--- config.mk ---
export PLATFORM = sky130hd
export DESIGN_NAME = rcb_top
export DESIGN_NICKNAME = d
export VERILOG_FILES = /design/src/verilog/rcb_pkg.sv /design/src/verilog/rcb_meas_if.sv /design/src/verilog/rcb_hyst_cmp.sv /design/src/verilog/rcb_sampler.sv /design/src/verilog/rcb_top.sv
export SDC_FILE = /design/constraint.sdc
export NUM_CORES = 1
export LEC_CHECK = 0
export BUFFER_PORTS_ARGS = -buffer_cell sky130_fd_sc_hd__buf_2
export CAP_MARGIN = 20
export CORE_ASPECT_RATIO = 1.2
export CORE_MARGIN = 2
export CORE_UTILIZATION = 40
export DETAILED_ROUTE_END_ITERATION = 12
export MAX_ROUTING_LAYER = met4
export PLACE_DENSITY = 0.7
export SLEW_MARGIN = 20
export SYNTH_ARGS = -nofsm -noshare
export SYNTH_HDL_FRONTEND = slang
export SYNTH_SLANG_ARGS = --single-unit
--- constraint.sdc ---
create_clock -name clk -period 5.6 [get_ports clk]
set_input_delay 0.28 -clock clk [delete_from_list [all_inputs] [get_ports clk]]
set_output_delay 0.28 -clock clk [all_outputs]
set_load 0.03 [all_outputs]
--- src/verilog/rcb_pkg.sv ---
// Constants and types for the strength, carrier and supply detect block
// Function
// RULE1: Converter clock is 4 MHz; a conversion lasts 20 converter clocks.
// RULE2: Convert only in receive with external select 0 and strength select 1.
// RULE3: In receive with auto strength on, keep averaging eight conversions.
// RULE4: Each strength result reads back in bits 7..0 of the result register.
// RULE5: After receive ends, the last strength result is held for reading.
// RULE6: Software sets strength select 1 and clock select 0 before receive.
// RULE7: Software sets auto strength enable before the receive command.
// RULE8: In direct mode software leaves receive within 40 us of measuring.
// RULE9: Software waits 140 us after receive before reading background power.
// RULE10: In carrier mode strength refreshes every 5 us, single conversions.
// RULE11: Writing result address loads threshold; reading returns result.
// RULE12: Pin two select 0010 routes the carrier flag onto general pin two.
// RULE13: Pin low at or above threshold, high at or below it minus hysteresis.
// RULE14: Mode field 11 gives hysteresis 6 when select is 0, 12 when 1.
// RULE15: Software waits 100 us after receive before sampling the carrier pin.
// RULE16: Supply threshold field picks 2.0, 2.2, 2.4 or 2.6 volt level.
// RULE17: Supply flag high when regulator input is above level, else low.
// RULE18: Writing supply enable starts detection; it self-clears 5 us later.
// RULE19: Software puts radio in standby or PLL before enabling supply detect.
// RULE20: Software enters receive by writing 0xC0 to the strobe register.
// RULE21: Outside receive, carrier flag and strength result hold their values.
package rcb_pkg;

  // ****************************************************************
  // Timing
  // ****************************************************************
  localparam int CLK_MHZ        = 50;
  localparam int CONV_MHZ       = 4;
  localparam int CONV_TICKS     = 20;
  localparam int AVG_SHIFT      = 3;
  localparam int SUPPLY_TIME_US = 5;
  localparam int SUPPLY_CYCLES  = SUPPLY_TIME_US * CLK_MHZ;

  // ****************************************************************
  // Register indices and byte addresses
  // ****************************************************************
  localparam logic [15:0] IDX_MODE   = 16'h0802;
  localparam logic [15:0] IDX_RESULT = 16'h0821;
  localparam logic [15:0] IDX_CONV   = 16'h0822;
  localparam logic [15:0] IDX_SUPPLY = 16'h082C;
  localparam logic [31:0] ADDR_MODE   = {14'h0000, IDX_MODE, 2'h0};
  localparam logic [31:0] ADDR_RESULT = {14'h0000, IDX_RESULT, 2'h0};
  localparam logic [31:0] ADDR_CONV   = {14'h0000, IDX_CONV, 2'h0};
  localparam logic [31:0] ADDR_SUPPLY = {14'h0000, IDX_SUPPLY, 2'h0};

  // ****************************************************************
  // Field positions
  // ****************************************************************
  localparam int MODE_AUTO_BIT    = 6;
  localparam int MODE_CARRIER_BIT = 4;
  localparam int CC_MODE_HI       = 7;
  localparam int CC_MODE_LO       = 6;
  localparam int CC_CLKSEL_BIT    = 4;
  localparam int CC_EXT_BIT       = 2;
  localparam int CC_RSS_BIT       = 1;
  localparam int CC_HYST_BIT      = 0;
  localparam int SD_SEL_HI        = 3;
  localparam int SD_SEL_LO        = 2;
  localparam int SD_ENABLE_BIT    = 0;
  localparam int SD_FLAG_BIT      = 0;

  // ****************************************************************
  // Reset values and encodings
  // ****************************************************************
  localparam logic [7:0] MODE_RESET   = 8'h00;
  localparam logic [7:0] THRESH_RESET = 8'h91;
  localparam logic [7:0] RESULT_RESET = 8'h00;
  localparam logic [7:0] CONV_RESET   = 8'h53;
  localparam logic [7:0] SUPPLY_RESET = 8'h06;
  localparam logic [1:0] CARRIER_MODE = 2'h3;
  localparam logic [7:0] HYST_NARROW  = 8'h06;
  localparam logic [7:0] HYST_WIDE    = 8'h0C;
  localparam logic [3:0] PIN2_CARRIER = 4'h2;
  localparam logic [2:0] RF_RX        = 3'h4;
  localparam logic [1:0] HTRANS_NONSEQ = 2'h2;
  localparam logic       HRESP_OKAY   = 1'h0;

  // Supply detection sequence
  typedef enum logic [0:0] {SD_IDLE, SD_WAIT} rcb_sd_state_t;

endpackage

--- src/verilog/rcb_meas_if.sv ---
// Bundle between the register top, the sampler and the carrier comparator
`timescale 1ns/1ps
interface rcb_meas_if;
  logic       run;
  logic       singleMode;
  logic [7:0] sample;
  logic [7:0] result;
  logic       resultStrobe;
  logic       cmpUpdate;
  logic [7:0] threshold;
  logic       hystWide;
  logic       carrierFlag;

  modport top     (output run, singleMode, sample, cmpUpdate, threshold,
                   hystWide, input result, resultStrobe, carrierFlag);
  modport sampler (input run, singleMode, sample,
                   output result, resultStrobe);
  modport cmp     (input result, cmpUpdate, threshold, hystWide,
                   output carrierFlag);
endinterface

--- src/verilog/rcb_hyst_cmp.sv ---
// Carrier threshold comparison with hysteresis
`timescale 1ns/1ps
module rcb_hyst_cmp
  import rcb_pkg::*;
(
  input  wire logic clk,
  input  wire logic rst,
  rcb_meas_if.cmp   meas
);
  logic [7:0] hyst;
  logic [8:0] lowEdge;

  // Hysteresis width and lower edge, guarded against underflow
  assign hyst    = meas.hystWide ? HYST_WIDE : HYST_NARROW; // RULE14
  assign lowEdge = {1'b0, meas.threshold} - {1'b0, hyst};

  always_ff @(posedge clk or posedge rst)
  begin
    if (rst)
      meas.carrierFlag <= 1'b0;
    else if (meas.cmpUpdate)
    begin
      if (meas.result >= meas.threshold)
        meas.carrierFlag <= 1'b0; // RULE13
      else if (!lowEdge[8] && meas.result <= lowEdge[7:0])
        meas.carrierFlag <= 1'b1; // RULE13
    end
  end
endmodule

--- src/verilog/rcb_sampler.sv ---
// Converter clock divider, conversion timer and eight-sample averager
`timescale 1ns/1ps
module rcb_sampler
  import rcb_pkg::*;
(
  input  wire logic clk,
  input  wire logic rst,
  rcb_meas_if.sampler meas
);
  logic [5:0]  accFf;
  logic [5:0]  nxt_acc;
  logic        convTick;
  logic [4:0]  tickCntFf;
  logic        convDone;
  logic [10:0] sumFf;
  logic [10:0] nxt_sum;
  logic [2:0]  avgCntFf;

  // Fractional divider: 4 MHz enable from 50 MHz on average
  always_comb
  begin
    nxt_acc  = accFf + 6'(CONV_MHZ);
    convTick = (nxt_acc >= 6'(CLK_MHZ));
    if (convTick)
    begin
      nxt_acc = nxt_acc - 6'(CLK_MHZ);
    end
  end

  always_ff @(posedge clk or posedge rst)
  begin
    if (rst)
      accFf <= 6'h00;
    else
      accFf <= nxt_acc; // RULE1
  end

  // Conversion timer, restarted while idle
  assign convDone = convTick && (tickCntFf == 5'(CONV_TICKS - 1));

  always_ff @(posedge clk or posedge rst)
  begin
    if (rst)
      tickCntFf <= 5'h00;
    else if (!meas.run)
      tickCntFf <= 5'h00;
    else if (convDone)
      tickCntFf <= 5'h00; // RULE1
    else if (convTick)
      tickCntFf <= tickCntFf + 5'h01;
  end

  // Accumulate samples; single mode bypasses the average
  assign nxt_sum = sumFf + {3'h0, meas.sample};

  always_ff @(posedge clk or posedge rst)
  begin
    if (rst)
    begin
      sumFf    <= 11'h000;
      avgCntFf <= 3'h0;
    end
    else if (!meas.run || meas.singleMode)
    begin
      sumFf    <= 11'h000;
      avgCntFf <= 3'h0;
    end
    else if (convDone)
    begin
      avgCntFf <= avgCntFf + 3'h1; // RULE3
      sumFf    <= (avgCntFf == 3'h7) ? 11'h000 : nxt_sum;
    end
  end

  // Result register holds its value when not running
  always_ff @(posedge clk or posedge rst)
  begin
    if (rst)
    begin
      meas.result       <= RESULT_RESET;
      meas.resultStrobe <= 1'b0;
    end
    else
    begin
      meas.resultStrobe <= 1'b0;
      if (meas.run && convDone && meas.singleMode) // RULE5
      begin
        meas.result       <= meas.sample; // RULE10
        meas.resultStrobe <= 1'b1;
      end
      else if (meas.run && convDone && avgCntFf == 3'h7)
      begin
        meas.result       <= 8'(nxt_sum >> AVG_SHIFT); // RULE3
        meas.resultStrobe <= 1'b1;
      end
    end
  end
endmodule

--- src/verilog/rcb_top.sv ---
// Strength, carrier and supply detect block with AHB-Lite register slave
//
// Chosen here: the AHB-Lite register port.
`timescale 1ns/1ps
module rcb_top
  import rcb_pkg::*;
(
  input  wire logic        clk,
  input  wire logic        rst,
  input  wire logic        hsel,
  input  wire logic [31:0] haddr,
  input  wire logic [1:0]  htrans,
  input  wire logic        hwrite,
  input  wire logic [2:0]  hsize,
  input  wire logic [31:0] hwdata,
  input  wire logic        hready,
  output logic             hreadyout,
  output logic [31:0]      hrdata,
  output logic             hresp,
  input  wire logic [2:0]  rfState,
  input  wire logic [7:0]  convSample,
  input  wire logic [3:0]  supplyCompare,
  input  wire logic [3:0]  pin2FunctionSelect,
  output logic             convRun,
  output logic             generalPinTwo,
  output logic             generalPinTwoOeN
);

  // ****************************************************************
  // Declarations
  // ****************************************************************
  logic          inRx;
  logic          addrPhase;
  logic          wrPendFf;
  logic [31:0]   wrAddrFf;
  logic          rdPendFf;
  logic [31:0]   rdAddrFf;
  logic          wrMode;
  logic          wrResult;
  logic          wrConv;
  logic          wrSupply;
  logic [7:0]    modeFf;
  logic [7:0]    thresholdFf;
  logic [7:0]    convCtrlFf;
  logic [7:0]    supplyCfgFf;
  logic          supplyFlagFf;
  logic          supplyEnable;
  rcb_sd_state_t sdStateFf;
  rcb_sd_state_t nxt_sdState;
  logic [7:0]    sdCntFf;
  logic          sdDone;
  logic [7:0]    readValue;
  logic          carrierMode;
  logic          routeCarrier;

  rcb_meas_if meas ();

  // ****************************************************************
  // AHB-Lite slave
  // ****************************************************************

  // Valid transfer in its address phase
  assign addrPhase = hsel && hready && htrans == HTRANS_NONSEQ;

  // Write data phase tracking
  always_ff @(posedge clk or posedge rst)
  begin
    if (rst)
    begin
      wrPendFf <= 1'b0;
      wrAddrFf <= 32'h0000_0000;
    end
    else if (hready)
    begin
      wrPendFf <= addrPhase && hwrite;
      wrAddrFf <= haddr;
    end
  end

  // Read takes one wait state so pending writes land first
  always_ff @(posedge clk or posedge rst)
  begin
    if (rst)
    begin
      rdPendFf <= 1'b0;
      rdAddrFf <= 32'h0000_0000;
    end
    else if (rdPendFf)
      rdPendFf <= 1'b0;
    else if (addrPhase && !hwrite)
    begin
      rdPendFf <= 1'b1;
      rdAddrFf <= haddr;
    end
  end

  assign hreadyout = !rdPendFf;
  assign hresp     = HRESP_OKAY;

  // Write strobes per register
  assign wrMode   = wrPendFf && wrAddrFf == ADDR_MODE;
  assign wrResult = wrPendFf && wrAddrFf == ADDR_RESULT;
  assign wrConv   = wrPendFf && wrAddrFf == ADDR_CONV;
  assign wrSupply = wrPendFf && wrAddrFf == ADDR_SUPPLY;

  // Read multiplexer; unmapped and write-only read as zero
  always_comb
  begin
    readValue = 8'h00;
    case (rdAddrFf)
      ADDR_MODE:
      begin
        readValue = modeFf;
        readValue[MODE_CARRIER_BIT] = meas.carrierFlag;
      end
      ADDR_RESULT:
        readValue = meas.result; // RULE4 RULE11
      ADDR_SUPPLY:
        readValue[SD_FLAG_BIT] = supplyFlagFf;
      default:
        readValue = 8'h00;
    endcase
  end

  // Read data register loaded in the wait state
  always_ff @(posedge clk or posedge rst)
  begin
    if (rst)
      hrdata <= 32'h0000_0000;
    else if (rdPendFf)
      hrdata <= {24'h00_0000, readValue};
  end

  // ****************************************************************
  // Control registers
  // ****************************************************************

  // Mode control; carrier bit on write is a stored filter option
  always_ff @(posedge clk or posedge rst)
  begin
    if (rst)
      modeFf <= MODE_RESET;
    else if (wrMode)
      modeFf <= hwdata[7:0];
  end

  // Threshold shares the result address on the write side
  always_ff @(posedge clk or posedge rst)
  begin
    if (rst)
      thresholdFf <= THRESH_RESET;
    else if (wrResult)
      thresholdFf <= hwdata[7:0]; // RULE11
  end

  // Converter control, write only
  always_ff @(posedge clk or posedge rst)
  begin
    if (rst)
      convCtrlFf <= CONV_RESET;
    else if (wrConv)
      convCtrlFf <= hwdata[7:0];
  end

  // ****************************************************************
  // Measurement control
  // ****************************************************************

  // Receive only; no conversion in standby or other states
  assign inRx = rfState == RF_RX;

  // Run with external select 0, strength select 1, auto enabled
  assign meas.run = inRx
                    && !convCtrlFf[CC_EXT_BIT]
                    && convCtrlFf[CC_RSS_BIT]
                    && modeFf[MODE_AUTO_BIT]; // RULE2 RULE3 RULE21
  assign convRun  = meas.run;

  // Mode field 11 selects single-conversion carrier detection
  assign carrierMode     = convCtrlFf[CC_MODE_HI:CC_MODE_LO]
                           == CARRIER_MODE; // RULE10
  assign meas.singleMode = carrierMode;
  assign meas.sample     = convSample;

  // Comparator updates only on fresh results in receive
  assign meas.cmpUpdate = meas.resultStrobe && carrierMode
                          && inRx; // RULE21
  assign meas.threshold = thresholdFf;
  assign meas.hystWide  = convCtrlFf[CC_HYST_BIT]; // RULE14

  rcb_sampler u_sampler
  (
    .clk  (clk),
    .rst  (rst),
    .meas (meas)
  );

  rcb_hyst_cmp u_cmp
  (
    .clk  (clk),
    .rst  (rst),
    .meas (meas)
  );

  // ****************************************************************
  // General pin two routing
  // ****************************************************************

  // Carrier flag drives pin two when its select picks carrier
  assign routeCarrier = pin2FunctionSelect == PIN2_CARRIER;

  always_ff @(posedge clk or posedge rst)
  begin
    if (rst)
    begin
      generalPinTwo    <= 1'b0;
      generalPinTwoOeN <= 1'b1;
    end
    else
    begin
      generalPinTwo    <= routeCarrier && meas.carrierFlag; // RULE12
      generalPinTwoOeN <= !routeCarrier; // RULE12
    end
  end

  // ****************************************************************
  // Supply detection
  // ****************************************************************

  // Configuration bits; the enable bit lives in the sequencer
  always_ff @(posedge clk or posedge rst)
  begin
    if (rst)
      supplyCfgFf <= SUPPLY_RESET;
    else if (wrSupply)
      supplyCfgFf <= hwdata[7:0];
  end

  assign supplyEnable = sdStateFf == SD_WAIT;
  assign sdDone       = sdCntFf == 8'(SUPPLY_CYCLES - 1);

  // Sequencer next state
  always_comb
  begin
    nxt_sdState = sdStateFf;
    case (sdStateFf)
      SD_IDLE:
        if (wrSupply && hwdata[SD_ENABLE_BIT])
          nxt_sdState = SD_WAIT; // RULE18
      SD_WAIT:
        if (sdDone)
          nxt_sdState = SD_IDLE; // RULE18
      default:
        nxt_sdState = SD_IDLE;
    endcase
  end

  always_ff @(posedge clk or posedge rst)
  begin
    if (rst)
      sdStateFf <= SD_IDLE;
    else
      sdStateFf <= nxt_sdState;
  end

  // Detection timer
  always_ff @(posedge clk or posedge rst)
  begin
    if (rst)
      sdCntFf <= 8'h00;
    else if (!supplyEnable || sdDone)
      sdCntFf <= 8'h00;
    else
      sdCntFf <= sdCntFf + 8'h01;
  end

  // Flag latched from the comparator of the selected level
  always_ff @(posedge clk or posedge rst)
  begin
    if (rst)
      supplyFlagFf <= 1'b0;
    else if (supplyEnable && sdDone)
      supplyFlagFf <=
        supplyCompare[supplyCfgFf[SD_SEL_HI:SD_SEL_LO]]; // RULE16 RULE17
  end

endmodule
Yosys cells after proc, flatten, opt, wreduce, memory -nomap -nowiden
Index checks and enable logic that the tools add are counted.
Storage, ports and cells
  flip-flop bits (word level): 149
  output and inout bits: 37
  word-level logic and storage cells: 110
Cells by class
  $add $sub $neg: 7
  $lt $le $gt $ge: 4
  eq/ne operators: 15
  mux-type cells: 26
  bitwise logic cells: 2
  reduce and logical (&&, ||, !) cells: 35
Operator list (number)
  32-bit by 14-bit == test with 1-bit output (second input constant): 7
  11-bit 2-to-1 mux: 3
  8-bit 2-to-1 mux: 3
  1-bit logical AND: 21
  5-bit 2-to-1 mux: 3
  7-bit case mux with 2 select lines: 1
  11-bit by 8-bit adder with 11-bit output: 1
  1-bit 2-to-1 mux: 9
  8-bit by 8-bit subtractor with 9-bit output: 1
  8-bit by 1-bit adder with 8-bit output (second input constant): 1
  8-bit == test (second input constant): 1
  8-bit greater-or-equal comparator: 1
  8-bit less-or-equal comparator: 1
  1-bit logical NOT: 7
  6-bit by 3-bit adder with 6-bit output (second input constant): 1
  3-bit == test (second input constant): 2
  6-bit greater-or-equal comparator (second input constant): 1
  3-bit 2-to-1 mux: 2
  6-bit 2-to-1 mux: 1
  2-bit nonzero test: 3
  6-bit subtractor (second input constant): 1
  5-bit by 1-bit adder with 5-bit output (second input constant): 1
  5-bit == test (second input constant): 1
  2-bit == test (second input constant): 2
  11 further kinds: 14

Depth between registers and ports, before layout
Gate-level depths: netlist (run 1).
  word-level depth: 8
  gate-level depth with buffers: 13
  mapped depth without buffers: 13

Hierarchy
A second synthesis (run 1) with hierarchy kept.
Second synthesis, totals
  cell total of the unflattened synthesis: 634
  area total of the unflattened synthesis: 7342.0 µm²
Modules (own cells, without submodules)
  rcb_top: times used 1, cells an instance 338, area an instance 4663.2 µm², seq. area each 2712.6 µm²
  rcb_sampler: times used 1, cells an instance 227, area an instance 2122.0 µm², seq. area each 825.8 µm²
  rcb_hyst_cmp: times used 1, cells an instance 69, area an instance 556.8 µm², seq. area each 25.0 µm²

Worst setup path after synthesis (run 1)
OpenSTA, ideal clock, no wires.
  path type: register to register
  start: reg convCtrlFf[0]
  end: reg u_cmp.meas.carrierFlag
  setup time: 79 ps
  arrival: 2437 ps
  data required time: 5521 ps
  slack: 3083 ps
  stages on the path, launching flop included: 11
  buffers on the path: 0
  clock period less this slack: 2517 ps
  cell sequence: dfstp_2 -> inv_1 -> ha_1 -> and3b_1 -> or4_1 -> xnor2_1 -> ha_1 -> nand4_1 -> o21a_1 -> nor3_1 -> a2bb2oi_1
On the way
  cells in the longest elaborated chain, start to end: 6
RTL lines
  start, declared: line rcb_top.sv:44  | logic [7:0] convCtrlFf;
  start signal, assigned: line rcb_top.sv:162  | convCtrlFf <= hwdata[7:0];
  4-bit 2-to-1 mux *: line rcb_hyst_cmp.sv:14  | assign hyst = meas.hystWide ? HYST_WIDE : HYST_NARROW;
  8-bit by 8-bit subtractor with 9-bit output *: line rcb_hyst_cmp.sv:15  | assign lowEdge = {1'b0, meas.threshold} - {1'b0, hyst};
  8-bit less-or-equal comparator / 1-bit logical NOT (equally long branches): line rcb_hyst_cmp.sv:25  | else if (!lowEdge[8] && meas.result <= lowEdge[7:0])
  1-bit logical AND *: line rcb_hyst_cmp.sv:25
  2-bit nonzero test (no line) *
  2-bit AND reduction (no line) *
  end signal, assigned: line rcb_hyst_cmp.sv:20  | meas.carrierFlag <= 1'b0;
  end signal, assigned: line rcb_hyst_cmp.sv:24  | meas.carrierFlag <= 1'b0;
  end signal, assigned: line rcb_hyst_cmp.sv:26  | meas.carrierFlag <= 1'b1;
  end, declared: line rcb_meas_if.sv:19  | output carrierFlag);
Mark *: on every way between the ends. The rest lies on a longest branch, timed or not.
A chain may end at the register's enable or synchronous reset.

Final worst setup path (run 1)
  start: reg rdPendFf
  end: reg rdAddrFf[15]
On the way
  cells in the longest elaborated chain, start to end: 2
RTL lines
  start, declared: line rcb_top.sv:36  | logic rdPendFf;
  start signal, assigned: line rcb_top.sv:85  | rdPendFf <= 1'b0;
  start signal, assigned: line rcb_top.sv:89  | rdPendFf <= 1'b0;
  start signal, assigned: line rcb_top.sv:92  | rdPendFf <= 1'b1;
  1-bit NOT (no line)
  2-bit AND reduction (no line)
  end signal, assigned: line rcb_top.sv:93  | rdAddrFf <= haddr;
  end, declared: line rcb_top.sv:37  | logic [31:0] rdAddrFf;
No other way between the ends.

==> out/qor.tcl, run 1 <==
set qor(relSlewSlack_pct) 31.39
set qor(finalHoldWorstSlack_ns) 0.05687
set qor(cts_buffer_depth) 2
set qor(avgRoutedWirePerCell_um) 15.16
set qor(p_per_area_mw_per_mm2) 292.6
set qor(critPathMaxStageDelay_ns) 1.05
set qor(netlist-cell-type-count) 75
set qor(regToRegStartpoint) {rdPendFf$_DFF_PP0_}
set qor(critPathSlowestCell) {sky130_fd_sc_hd__or4b_2}
set qor(path_delay_family) {simple AND/OR/NAND/NOR gates}
set qor(status) {finished, final reports clean}
set qor(cts_root_buffer) {sky130_fd_sc_hd__clkbuf_16}
set qor(ant_nets) 0
set qor(worst-setup-path-type) {reg -> reg}
set qor(cp.buffers_inverters) 1
set qor(overall_via_count_from_detail_route) 5241
set qor(drv_slew) 0
set qor(hold_path.class) {in -> reg}
set qor(antenna_found_initial) 1
set qor(row_count) 54
set qor(post-cts-setup-buffer-count) 0
set qor(core_area_mm2) 0.01817
set qor(synth-seq-cells) 142
set qor(required_ns) 5.96
set qor(synth_top_flop_cell) {sky130_fd_sc_hd__dfrtp_1}
set qor(worstPathCellList) {or4b_2 > inv_1 > nand2_1 > nand2_1}
set qor(tritoncts) {done}
set qor(placement.cell_area_mm2) 0.007879
set qor(hold_violations) 0
set qor(die_boundary_width_um) 128.1
set qor(cts_buffers) 17
set qor(finalSetupViolCount) 0
set qor(critPathArrivalTime_ns) 3.15
set qor(hold_buffers) 1
set qor(clk_latency_ns) 0.42
set qor(initial_core_util_pct) 40.67
set qor(grt_start_max_net_pins) 76
set qor(rsz0062_at_grt) {no}
set qor(cellLeakagePower_nw) 4.038
set qor(asyncSetResetFlopFracSynth_pct) 100.0
set qor(track_usage_pct) 16.92
set qor(globalRoute.totalOverflow) 0
set qor(dp_hpwl_um) 10980
set qor(finalNonFillerCells) 1003
set qor(critPathLaunch) {rdPendFf$_DFF_PP0_}
set qor(finalCoreUtilization_pct) 46.72
set qor(worst_slew_pin_slew_ns) 1.028
set qor(fin_tns_setup_ns) 0
set qor(grt_pass1_wl_um) 25590
set qor(mappedNetlistArea_mm2) 0.007391
set qor(floorplan_die_height_um) 152.9
set qor(totalWireLength_um) 15210
set qor(yosysWarningCount) 0
set qor(netlist_instances) 687
set qor(hp-start) {haddr[10]}
set qor(max_freq_mhz) 359.1
set qor(dpl.cell_count) 969
set qor(detail_route.drc_violations) 0
set qor(reported_max_cap_violation_count) 0
set qor(post_cts.resized_instances) 0
set qor(drive_above_1_share_pct) 24.94
set qor(crit_top_cell) {sky130_fd_sc_hd__nand2_1}
set qor(pin_count) 130
set qor(via_count_of_the_first_global_routing_pass) 5253
set qor(clock_skews_ns) 0.01122
set qor(cts-htree-levels) 4
set qor(die_area_mm2) 0.01958
set qor(tritoncts_num_sinks) 142
set qor(gp_congestion) 0.8448
set qor(drt-initial-drc-count) 218
set qor(vias_per_cell) 5.225
set qor(setup.worst_path.end_class) {flop}
set qor(synth_edf_count) 0
set qor(cts.reportedPaths.clkPinSlew_ns) 0.07
set qor(area_growth_syn_to_layout_pct) 14.88
set qor(final_period_minus_worst_setup_slack_ns) 2.785
set qor(nets) 894
set qor(postLayoutCellArea_mm2) 0.008491
set qor(fin_crit_sh_pct) 49.72
set qor(yosysSeqAreaShare_pct) 48.21
set qor(port_buffers) 77
set qor(synth_area_per_cell_um2) 10.76
set qor(drt_first_pass_iters) 4
set qor(critical_path_peak_fanout) 33
set qor(ir_worst_vdd_uv) 235.8
set qor(cp-start-kind) {flop}
power breakdown:
group / total [mW] / switching (mW) / internal (mW)
clock network: 1.15 / 0.481 / 0.673
registers: 1.14 / 0.0452 / 1.10
logic: 0.187 / 0.112 / 0.0744
total: 2.48 / 0.638 / 1.85
metrics by stage:
stage	setup slack (ns)	power (mW)
2_1_floorplan	1.524	1.296
3_3_place_gp	2.540	1.342
3_5_place_dp	2.508	1.350
4_1_cts	2.799	2.510
5_1_grt	2.591	2.597
6_report	2.815	2.485
sequential cells by signal, indices dropped and copies added, names as in the netlist, 2 cells and up:
name	cells
rdAddrFf	32
wrAddrFf	32
u_sampler.sumFf	11
hrdata	8
meas.threshold	8
sdCntFf	8
u_sampler.meas.result	8
modeFf	7
convCtrlFf	5
u_sampler.accFf	5
u_sampler.tickCntFf	5
u_sampler.avgCntFf	3
supplyCfgFf	2
cells in the final DEF, fill, tap and decap left out, types with 4 or more instances in the layout:
master	n
sky130_fd_sc_hd__nor2_1	31
sky130_fd_sc_hd__xor2_1	10
sky130_fd_sc_hd__a221o_1	7
sky130_fd_sc_hd__clkinv_4	4
sky130_fd_sc_hd__o21ai_0	13
sky130_fd_sc_hd__mux2_2	53
sky130_fd_sc_hd__nor4b_1	4
sky130_fd_sc_hd__buf_2	77
sky130_fd_sc_hd__nor2b_1	10
sky130_fd_sc_hd__nor4_1	10
sky130_fd_sc_hd__ha_1	35
sky130_fd_sc_hd__xnor2_1	12
sky130_fd_sc_hd__nand4_1	10
sky130_fd_sc_hd__mux2i_1	8
sky130_fd_sc_hd__clkbuf_16	17
sky130_fd_sc_hd__a22o_1	7
sky130_fd_sc_hd__inv_1	26
sky130_fd_sc_hd__nand2_1	119
sky130_fd_sc_hd__a21oi_1	23
sky130_fd_sc_hd__a211oi_1	5
sky130_fd_sc_hd__o211ai_1	5
sky130_fd_sc_hd__a21o_1	6
sky130_fd_sc_hd__conb_1	25
sky130_fd_sc_hd__dfrtp_1	134
sky130_fd_sc_hd__inv_6	7
sky130_fd_sc_hd__nand3_1	13
sky130_fd_sc_hd__o2bb2ai_1	4
sky130_fd_sc_hd__nand2b_1	13
sky130_fd_sc_hd__nand3b_1	4
sky130_fd_sc_hd__dfstp_2	8
sky130_fd_sc_hd__nor3_1	8
synth_stat cells (5+ instances only):
| cell type | count | area share [%] |
|---|---|---|
| sky130_fd_sc_hd__a211oi_1 | 5 | 0.51 |
| sky130_fd_sc_hd__a21o_1 | 6 | 0.61 |
| sky130_fd_sc_hd__a21oi_1 | 23 | 1.6 |
| sky130_fd_sc_hd__a221o_1 | 7 | 0.95 |
| sky130_fd_sc_hd__a22o_1 | 7 | 0.83 |
| sky130_fd_sc_hd__buf_4 | 30 | 3.0 |
| sky130_fd_sc_hd__clkbuf_1 | 9 | 0.46 |
| sky130_fd_sc_hd__dfrtp_1 | 134 | 45 |
| sky130_fd_sc_hd__dfstp_2 | 8 | 2.8 |
| sky130_fd_sc_hd__ha_1 | 35 | 5.9 |
| sky130_fd_sc_hd__inv_1 | 27 | 1.4 |
| sky130_fd_sc_hd__mux2_2 | 53 | 8.1 |
| sky130_fd_sc_hd__mux2i_1 | 8 | 1.1 |
| sky130_fd_sc_hd__nand2_1 | 119 | 6.0 |
| sky130_fd_sc_hd__nand2b_1 | 13 | 1.1 |
| sky130_fd_sc_hd__nand3_1 | 13 | 0.88 |
| sky130_fd_sc_hd__nand4_1 | 10 | 0.85 |
| sky130_fd_sc_hd__nor2_1 | 31 | 1.6 |
| sky130_fd_sc_hd__nor2b_1 | 10 | 0.85 |
| sky130_fd_sc_hd__nor3_1 | 8 | 0.54 |
| sky130_fd_sc_hd__nor4_1 | 10 | 0.85 |
| sky130_fd_sc_hd__o211ai_1 | 5 | 0.51 |
| sky130_fd_sc_hd__o21ai_0 | 13 | 0.88 |
| sky130_fd_sc_hd__xnor2_1 | 12 | 1.4 |
| sky130_fd_sc_hd__xor2_1 | 10 | 1.2 |
logic make-up after synthesis:
kind of cell,Yosys count,synth area share [%]
AND/OR/NAND/NOR,252,17.44
other,1,0.05074
buffers and inverters,71,5.163
flip-flops,142,48.21
adder cells (fa/ha/maj),36,6.196
AO/OA/AOI/OAI,100,10.65
multiplexers,62,9.463
XOR/XNOR,23,2.827
layer usage:
metal	share of wire, %	up-vias	GRT usage, %
li1	-	2546	-
met4	2.0	0	5.808
met1	44	2566	20.51
met3	3.9	21	3.885
met5	0	-	-
met2	50	108	27.76
worst register-to-register path: stages, from the launching register on:
cell,delay (ns)
sky130_fd_sc_hd__dfrtp_1,0.53
sky130_fd_sc_hd__or4b_2,1.05
sky130_fd_sc_hd__inv_1,0.88
sky130_fd_sc_hd__nand2_1,0.17
sky130_fd_sc_hd__nand2_1,0.10
cell type report:
type | count | area [um2]
antenna | 1 | 2.502
clock buffer | 18 | 429.2
clock inverter | 14 | 170.2
fill | 1679 | 9684
inverter | 27 | 106.4
multi-input combinational | 498 | 3536
sequential | 142 | 3563
tap | 224 | 280.3
timing repair buffer | 79 | 402.9
final timing paths:
check	endpoint	slack [ns]	depth (start not counted)
setup / recovery	rdAddrFf[15]$_DFFE_PP0P_	2.82	4
hold / removal	rdAddrFf[10]$_DFFE_PP0P_	0.06	3
setup reg to reg	rdAddrFf[15]$_DFFE_PP0P_	2.82	4
hold reg to reg	rdAddrFf[26]$_DFFE_PP0P_	0.47	2
max in group asynchronous	u_sampler.sumFf[3]$_DFFE_PP0P_	3.72	4
min in group asynchronous	wrAddrFf[4]$_DFFE_PP0P_	0.48	3
No activity file was read; power rests on OpenSTA's default activity.
==> run 2, diff against run 1 <==
--- a/config.mk
+++ b/config.mk
@@ -5,6 +5,7 @@
 export SDC_FILE = /design/constraint.sdc
 export NUM_CORES = 1
 export LEC_CHECK = 0
+export ABC_AREA = 1
 export BUFFER_PORTS_ARGS = -buffer_cell sky130_fd_sc_hd__buf_2
 export CAP_MARGIN = 20
 export CORE_ASPECT_RATIO = 1.2
@@ -12,7 +13,7 @@
 export CORE_UTILIZATION = 40
 export DETAILED_ROUTE_END_ITERATION = 12
 export MAX_ROUTING_LAYER = met4
-export PLACE_DENSITY = 0.7
+export PLACE_DENSITY = 0.73
 export SLEW_MARGIN = 20
 export SYNTH_ARGS = -nofsm -noshare
 export SYNTH_HDL_FRONTEND = slang
==> constraint.sdc (replaced) <==
create_clock -name clk -period 2.3 [get_ports clk]
set_input_delay 0.115 -clock clk [delete_from_list [all_inputs] [get_ports clk]]
set_output_delay 0.115 -clock clk [all_outputs]
set_load 0.03 [all_outputs]
==> run 2 against run 1 <==
  * The flow now finishes with violations (negative setup slack)
  * Critical path depth up 13
  * Routed wire length increased by 9.6%
  * Register-to-register slack worse by 2.9 ns
  * Area after synthesis increased by 1.4%
  * Sequential power grew 140%
  * Die area increased by 1.3%
  * Utilization rose by 3.3 points
  * Non-clock buffer count grew 55
  * Hold slack worse by 0.038 ns
  * Highest routed layer unchanged
==> out/qor.tcl, run 2 <==
set qor(dp_hpwl_um) 11660 ;# was 10,980 um
set qor(drv_slew) 0 ;# unchanged
set qor(ant_nets) 0 ;# unchanged
set qor(row_count) 54 ;# unchanged
set qor(floorplan_die_height_um) 153.9 ;# was 152.9 um
set qor(netlist-cell-type-count) 41 ;# was 75
set qor(hold-path-endpoint) {supplyCfgFf[3]$_DFFE_PP0P_} ;# was rdAddrFf[10]$_DFFE_PP0P_
set qor(p_seq_share_pct) 46.7 ;# was 46.0%
set qor(gp_congestion) 0.9097 ;# was 0.8448
set qor(die_boundary_width_um) 128.9 ;# was 128.1 um
set qor(worst-setup-path-type) {reg -> reg} ;# unchanged
set qor(antenna_found_initial) 0 ;# was 1
set qor(synth_edf_count) 0 ;# unchanged
set qor(globalRoute.totalOverflow) 0 ;# unchanged
set qor(rr_endpoint) {u_cmp.meas.carrierFlag$_DFFE_PP0P_} ;# was rdAddrFf[15]$_DFFE_PP0P_
set qor(cts_buffer_depth) 2 ;# unchanged
set qor(p_per_area_mw_per_mm2) 646.1 ;# was 292.6 mW/mm2
set qor(port_buffers) 77 ;# unchanged
set qor(avgRoutedWirePerCell_um) 12.74 ;# was 15.16 um
set qor(multi_input_area_mm2) 0.003288 ;# was 0.003536 mm2
set qor(seqCellArea_mm2) 0.003563 ;# unchanged
set qor(track_usage_pct) 18.20 ;# was 16.92%
set qor(cts.reportedPaths.clkPinSlew_ns) 0.06 ;# was 0.07 ns
set qor(cts_buffers) 17 ;# unchanged
set qor(tritoncts) {done} ;# unchanged
set qor(synth-seq-cells) 142 ;# unchanged
set qor(switchingPower_mw) 1.490 ;# was 638.3 uW
set qor(clock_skews_ns) 0.01060 ;# was 0.01122 ns
set qor(worst_slew_pin_slew_ns) 0.7682 ;# was 1.028 ns
set qor(r2r.worst_path.cells) 17 ;# was 4
set qor(critPathArrivalTime_ns) 2.64 ;# was 3.15 ns
set qor(hold_path.class) {in -> reg} ;# unchanged
set qor(cts-htree-levels) 4 ;# unchanged
set qor(reported_max_cap_violation_count) 0 ;# unchanged
set qor(drt-initial-drc-count) 344 ;# was 218
set qor(fin_crit_sh_pct) 101.6 ;# was 49.72%
set qor(ff2ff_setup_slack_ns) -0.04 ;# was 2.82 ns
set qor(p_sw_share_pct) 25.27 ;# was 25.69%
set qor(regToRegStartpoint) {convCtrlFf[0]$_DFFE_PP1P_} ;# was rdPendFf$_DFF_PP0_
set qor(tritoncts_num_sinks) 142 ;# unchanged
set qor(required_ns) 2.60 ;# was 5.96 ns
set qor(yosysWarningCount) 0 ;# unchanged
set qor(area_growth_syn_to_layout_pct) 21.83 ;# was 14.88%
set qor(insertedDiodeCount) 0 ;# was 1
set qor(netlist_instances) 942 ;# was 687
set qor(synth_top_area_share_pct) 44.76 ;# was 45.37%
set qor(nets) 1201 ;# was 894
set qor(drive_above_1_share_pct) 14.11 ;# was 24.94%
set qor(setup.worst_path.end_class) {flop} ;# unchanged
set qor(via_count_of_the_first_global_routing_pass) 6206 ;# was 5,253
set qor(hold_violations) 0 ;# unchanged
set qor(finalSetupViolCount) 1 ;# was 0
set qor(initial_core_util_pct) 41.07 ;# was 40.67%
set qor(core_area_mm2) 0.01824 ;# was 0.01817 mm2
set qor(synth_area_per_cell_um2) 7.953 ;# was 10.76 um2
set qor(ir_worst_vdd_uv) 613.3 ;# was 235.8 uV
set qor(status) {complete, but fails checks} ;# was finished, final reports clean
set qor(cp-start-kind) {flop} ;# unchanged
set qor(max_freq_mhz) 427.9 ;# was 359.1 MHz
set qor(synthMostInstantiatedCell) {sky130_fd_sc_hd__nand2_1} ;# was sky130_fd_sc_hd__dfrtp_1
set qor(synth_commonest_cells) {sky130_fd_sc_hd__nand2_1 (279), sky130_fd_sc_hd__dfrtp_1 (134), sky130_fd_sc_hd__inv_1 (127), sky130_fd_sc_hd__o21ai_0 (94), sky130_fd_sc_hd__nor2_1 (56)} ;# was sky130_fd_sc_hd__dfrtp_1 (134), sky130_fd_sc_hd__nand2_1 (119), sky130_fd_sc_hd__mux2_2 (53), sky130_fd_sc_hd__ha_1 (35), sky130_fd_sc_hd__nor2_1 (31)
set qor(cts_root_buffer) {sky130_fd_sc_hd__clkbuf_16} ;# unchanged
set qor(grt_pass1_wl_um) 28180 ;# was 25,590 um
set qor(clk_latency_ns) 0.42 ;# about the same
set qor(min_delay_path_depth) 3 ;# unchanged
set qor(share_comb_of_total_power_pct) 9.8 ;# was 7.5%
set qor(yosys.area.top_type) {sky130_fd_sc_hd__dfrtp_1} ;# unchanged
set qor(clkPwrFrac_pct) 43.5 ;# was 46.5%
set qor(violations_in_the_final_reports) {negative setup slack}
set qor(largest_registers) {rdAddrFf (32), wrAddrFf (32), u_sampler.sumFf (11)} ;# unchanged
set qor(layout.cells.most_common_list) {sky130_fd_sc_hd__nand2_1 (279), sky130_fd_sc_hd__dfrtp_1 (134), sky130_fd_sc_hd__inv_1 (123), sky130_fd_sc_hd__o21ai_0 (94), sky130_fd_sc_hd__buf_2 (77)} ;# was sky130_fd_sc_hd__dfrtp_1 (134), sky130_fd_sc_hd__nand2_1 (119), sky130_fd_sc_hd__buf_2 (77), sky130_fd_sc_hd__mux2_2 (53), sky130_fd_sc_hd__ha_1 (35)
set qor(power_report.internal_total_mw) 4.407 ;# was 1.846 mW
set qor(critical_path_peak_fanout) 2 ;# was 33
set qor(layout.cells.most_common) {sky130_fd_sc_hd__nand2_1} ;# was sky130_fd_sc_hd__dfrtp_1
set qor(setup_slack_of_the_critical_path_after_layout_ns) -0.03711 ;# was 2.815 ns
set qor(synth_area_leaders) {sky130_fd_sc_hd__dfrtp_1 (45%), sky130_fd_sc_hd__nand2_1 (14%), sky130_fd_sc_hd__inv_1 (6.4%), sky130_fd_sc_hd__o21ai_0 (6.3%), sky130_fd_sc_hd__ha_1 (5.8%)} ;# was sky130_fd_sc_hd__dfrtp_1 (45%), sky130_fd_sc_hd__mux2_2 (8.1%), sky130_fd_sc_hd__nand2_1 (6.0%), sky130_fd_sc_hd__ha_1 (5.9%), sky130_fd_sc_hd__buf_4 (3.0%)
set qor(synth_top_flop_cell) {sky130_fd_sc_hd__dfrtp_1} ;# unchanged
set qor(die_area_mm2) 0.01985 ;# was 0.01958 mm2
set qor(pin_count) 130 ;# unchanged
set qor(grt_start_max_net_pins) 143 ;# was 76
set qor(mappedNetlistArea_mm2) 0.007492 ;# was 0.007391 mm2
set qor(overall_via_count_from_detail_route) 6354 ;# was 5,241
set qor(asyncSetResetFlopFracSynth_pct) 100.0 ;# unchanged
set qor(drt_first_pass_iters) 5 ;# was 4
set qor(report.power.total_mw) 5.898 ;# was 2.485 mW
set qor(rsz0062_at_grt) {yes} ;# was no
set qor(relSlewSlack_pct) 48.79 ;# was 31.39%
set qor(fillerInstances) 1686 ;# was 1,679
set qor(cellLeakagePower_nw) 4.845 ;# was 4.038 nW
set qor(vias_per_cell) 4.858 ;# was 5.225
set qor(hp-start) {hwdata[3]} ;# was haddr[10]
set qor(totalWireLength_um) 16670 ;# was 15,210 um
set qor(finalHoldWorstSlack_ns) 0.01920 ;# was 0.05687 ns
set qor(final_period_minus_worst_setup_slack_ns) 2.337 ;# was 2.785 ns
set qor(yosysSeqAreaShare_pct) 47.56 ;# was 48.21%
set qor(detail_route.drc_violations) 0 ;# unchanged
-- run 2: changes by cell type after synthesis, sizes merged, moves of 14 or more --
cell and delta:
inv +102, nand2 +160, mux2 -52, o21ai +80
nor2 +27, nand3 +42, nor3 +14
-- run 2: logic make-up (layout without fill, tap and decap cells) --
logic type / count (synthesis) / in the layout / share of synthesized area [%]
AO/OA/AOI/OAI: 121 / 121 / 8.551
AND/OR/NAND/NOR: 452 / 452 / 25.68
multiplexers: 2 / 2 / 0.2839
adder cells (fa/ha/maj): 36 / 36 / 6.112
other: 1 / 25 / 0.05005
XOR/XNOR: 11 / 11 / 1.286
flip-flops: 142 / 142 / 47.56
buffers and inverters: 177 / 295 / 10.47
-- run 2: what timing repair did --
item,4_1_cts,5_1_grt
setup buffers,3,0
setup endpoints to repair,1,8
resized for setup,9,3
hold buffers,43,0
gates cloned,0,0
hold endpoints to repair,205,0
pin swaps,7,4
-- run 2: power by group through the flow --
stage / sequential (mW) / clock (mW) / combinational (mW)
finish: 2.75 / 2.57 / 0.580
global route: 2.77 / 2.73 / 0.668
CTS: 2.75 / 2.62 / 0.584
detailed placement: 2.79 / 0 / 0.524
global placement: 2.79 / 0 / 0.514
floorplan: 2.78 / 0 / 0.399
-- run 2: worst max-delay path by stage --
stage                                  startpoint                                  to  slack [ns]
finish                  convCtrlFf[0]$_DFFE_PP1P_  u_cmp.meas.carrierFlag$_DFFE_PP0P_       -0.04
CTS                 meas.threshold[1]$_DFFE_PP0P_  u_cmp.meas.carrierFlag$_DFFE_PP0P_       -0.07
floorplan               convCtrlFf[0]$_DFFE_PP1P_  u_cmp.meas.carrierFlag$_DFFE_PP0P_        0.03
global placement        convCtrlFf[0]$_DFFE_PP1P_  u_cmp.meas.carrierFlag$_DFFE_PP0P_       -0.05
global route            convCtrlFf[0]$_DFFE_PP1P_  u_cmp.meas.carrierFlag$_DFFE_PP0P_       -0.23
detailed placement      convCtrlFf[0]$_DFFE_PP1P_  u_cmp.meas.carrierFlag$_DFFE_PP0P_       -0.09
-- run 2: critical path, cell delays in order, from the launching register on --
cell and delay (ns):
sky130_fd_sc_hd__dfstp_2 0.55, sky130_fd_sc_hd__inv_4 0.05, sky130_fd_sc_hd__ha_4 0.15, sky130_fd_sc_hd__inv_2 0.07, sky130_fd_sc_hd__buf_4 0.10, sky130_fd_sc_hd__buf_4 0.09, sky130_fd_sc_hd__a31o_2 0.15, sky130_fd_sc_hd__nor2_1 0.04
sky130_fd_sc_hd__nand2_1 0.06, sky130_fd_sc_hd__xor2_1 0.15, sky130_fd_sc_hd__inv_1 0.06, sky130_fd_sc_hd__ha_1 0.26, sky130_fd_sc_hd__nand2_1 0.08, sky130_fd_sc_hd__o21a_1 0.20, sky130_fd_sc_hd__nand2_1 0.06, sky130_fd_sc_hd__nand2_1 0.04
sky130_fd_sc_hd__nand2_1 0.05, sky130_fd_sc_hd__a21oi_1 0.06
-- run 2: layout make-up --
class,instances,share of cell area (%)
Timing Repair Buffer,134,10.36
Clock inverter,12,1.234
Tap cell,224,3.071
Sequential cell,142,39.04
Clock buffer,19,4.853
Multi-Input combinational cell,647,36.02
Inverter,130,5.415
-- run 2: through the flow --
stage / cell area (um2) / setup TNS (ns) / cells / setup slack (ns) / util (%)
3_3_place_gp: 8068 / -0.05159 / 1231 / -0.05159 / 44.22
6_report: 9128 / -0.03711 / 1308 / -0.03711 / 50.03
2_1_floorplan: 7591 / 0 / 966 / 0.03427 / -
5_1_grt: 9128 / -0.2306 / 1308 / -0.2306 / 50.03
3_5_place_dp: 8068 / -0.09265 / 1231 / -0.09265 / 44.22
4_1_cts: 9116 / -0.07207 / 1308 / -0.07207 / 49.97
-- run 2: per-layer routing --
metal	vias to the layer above	GRT usage, %	wire, um
met1	2977	22.40	7519
met5	-	-	0
met3	29	2.992	570
met4	0	7.091	363
li1	3219	-	-
met2	129	29.91	8211
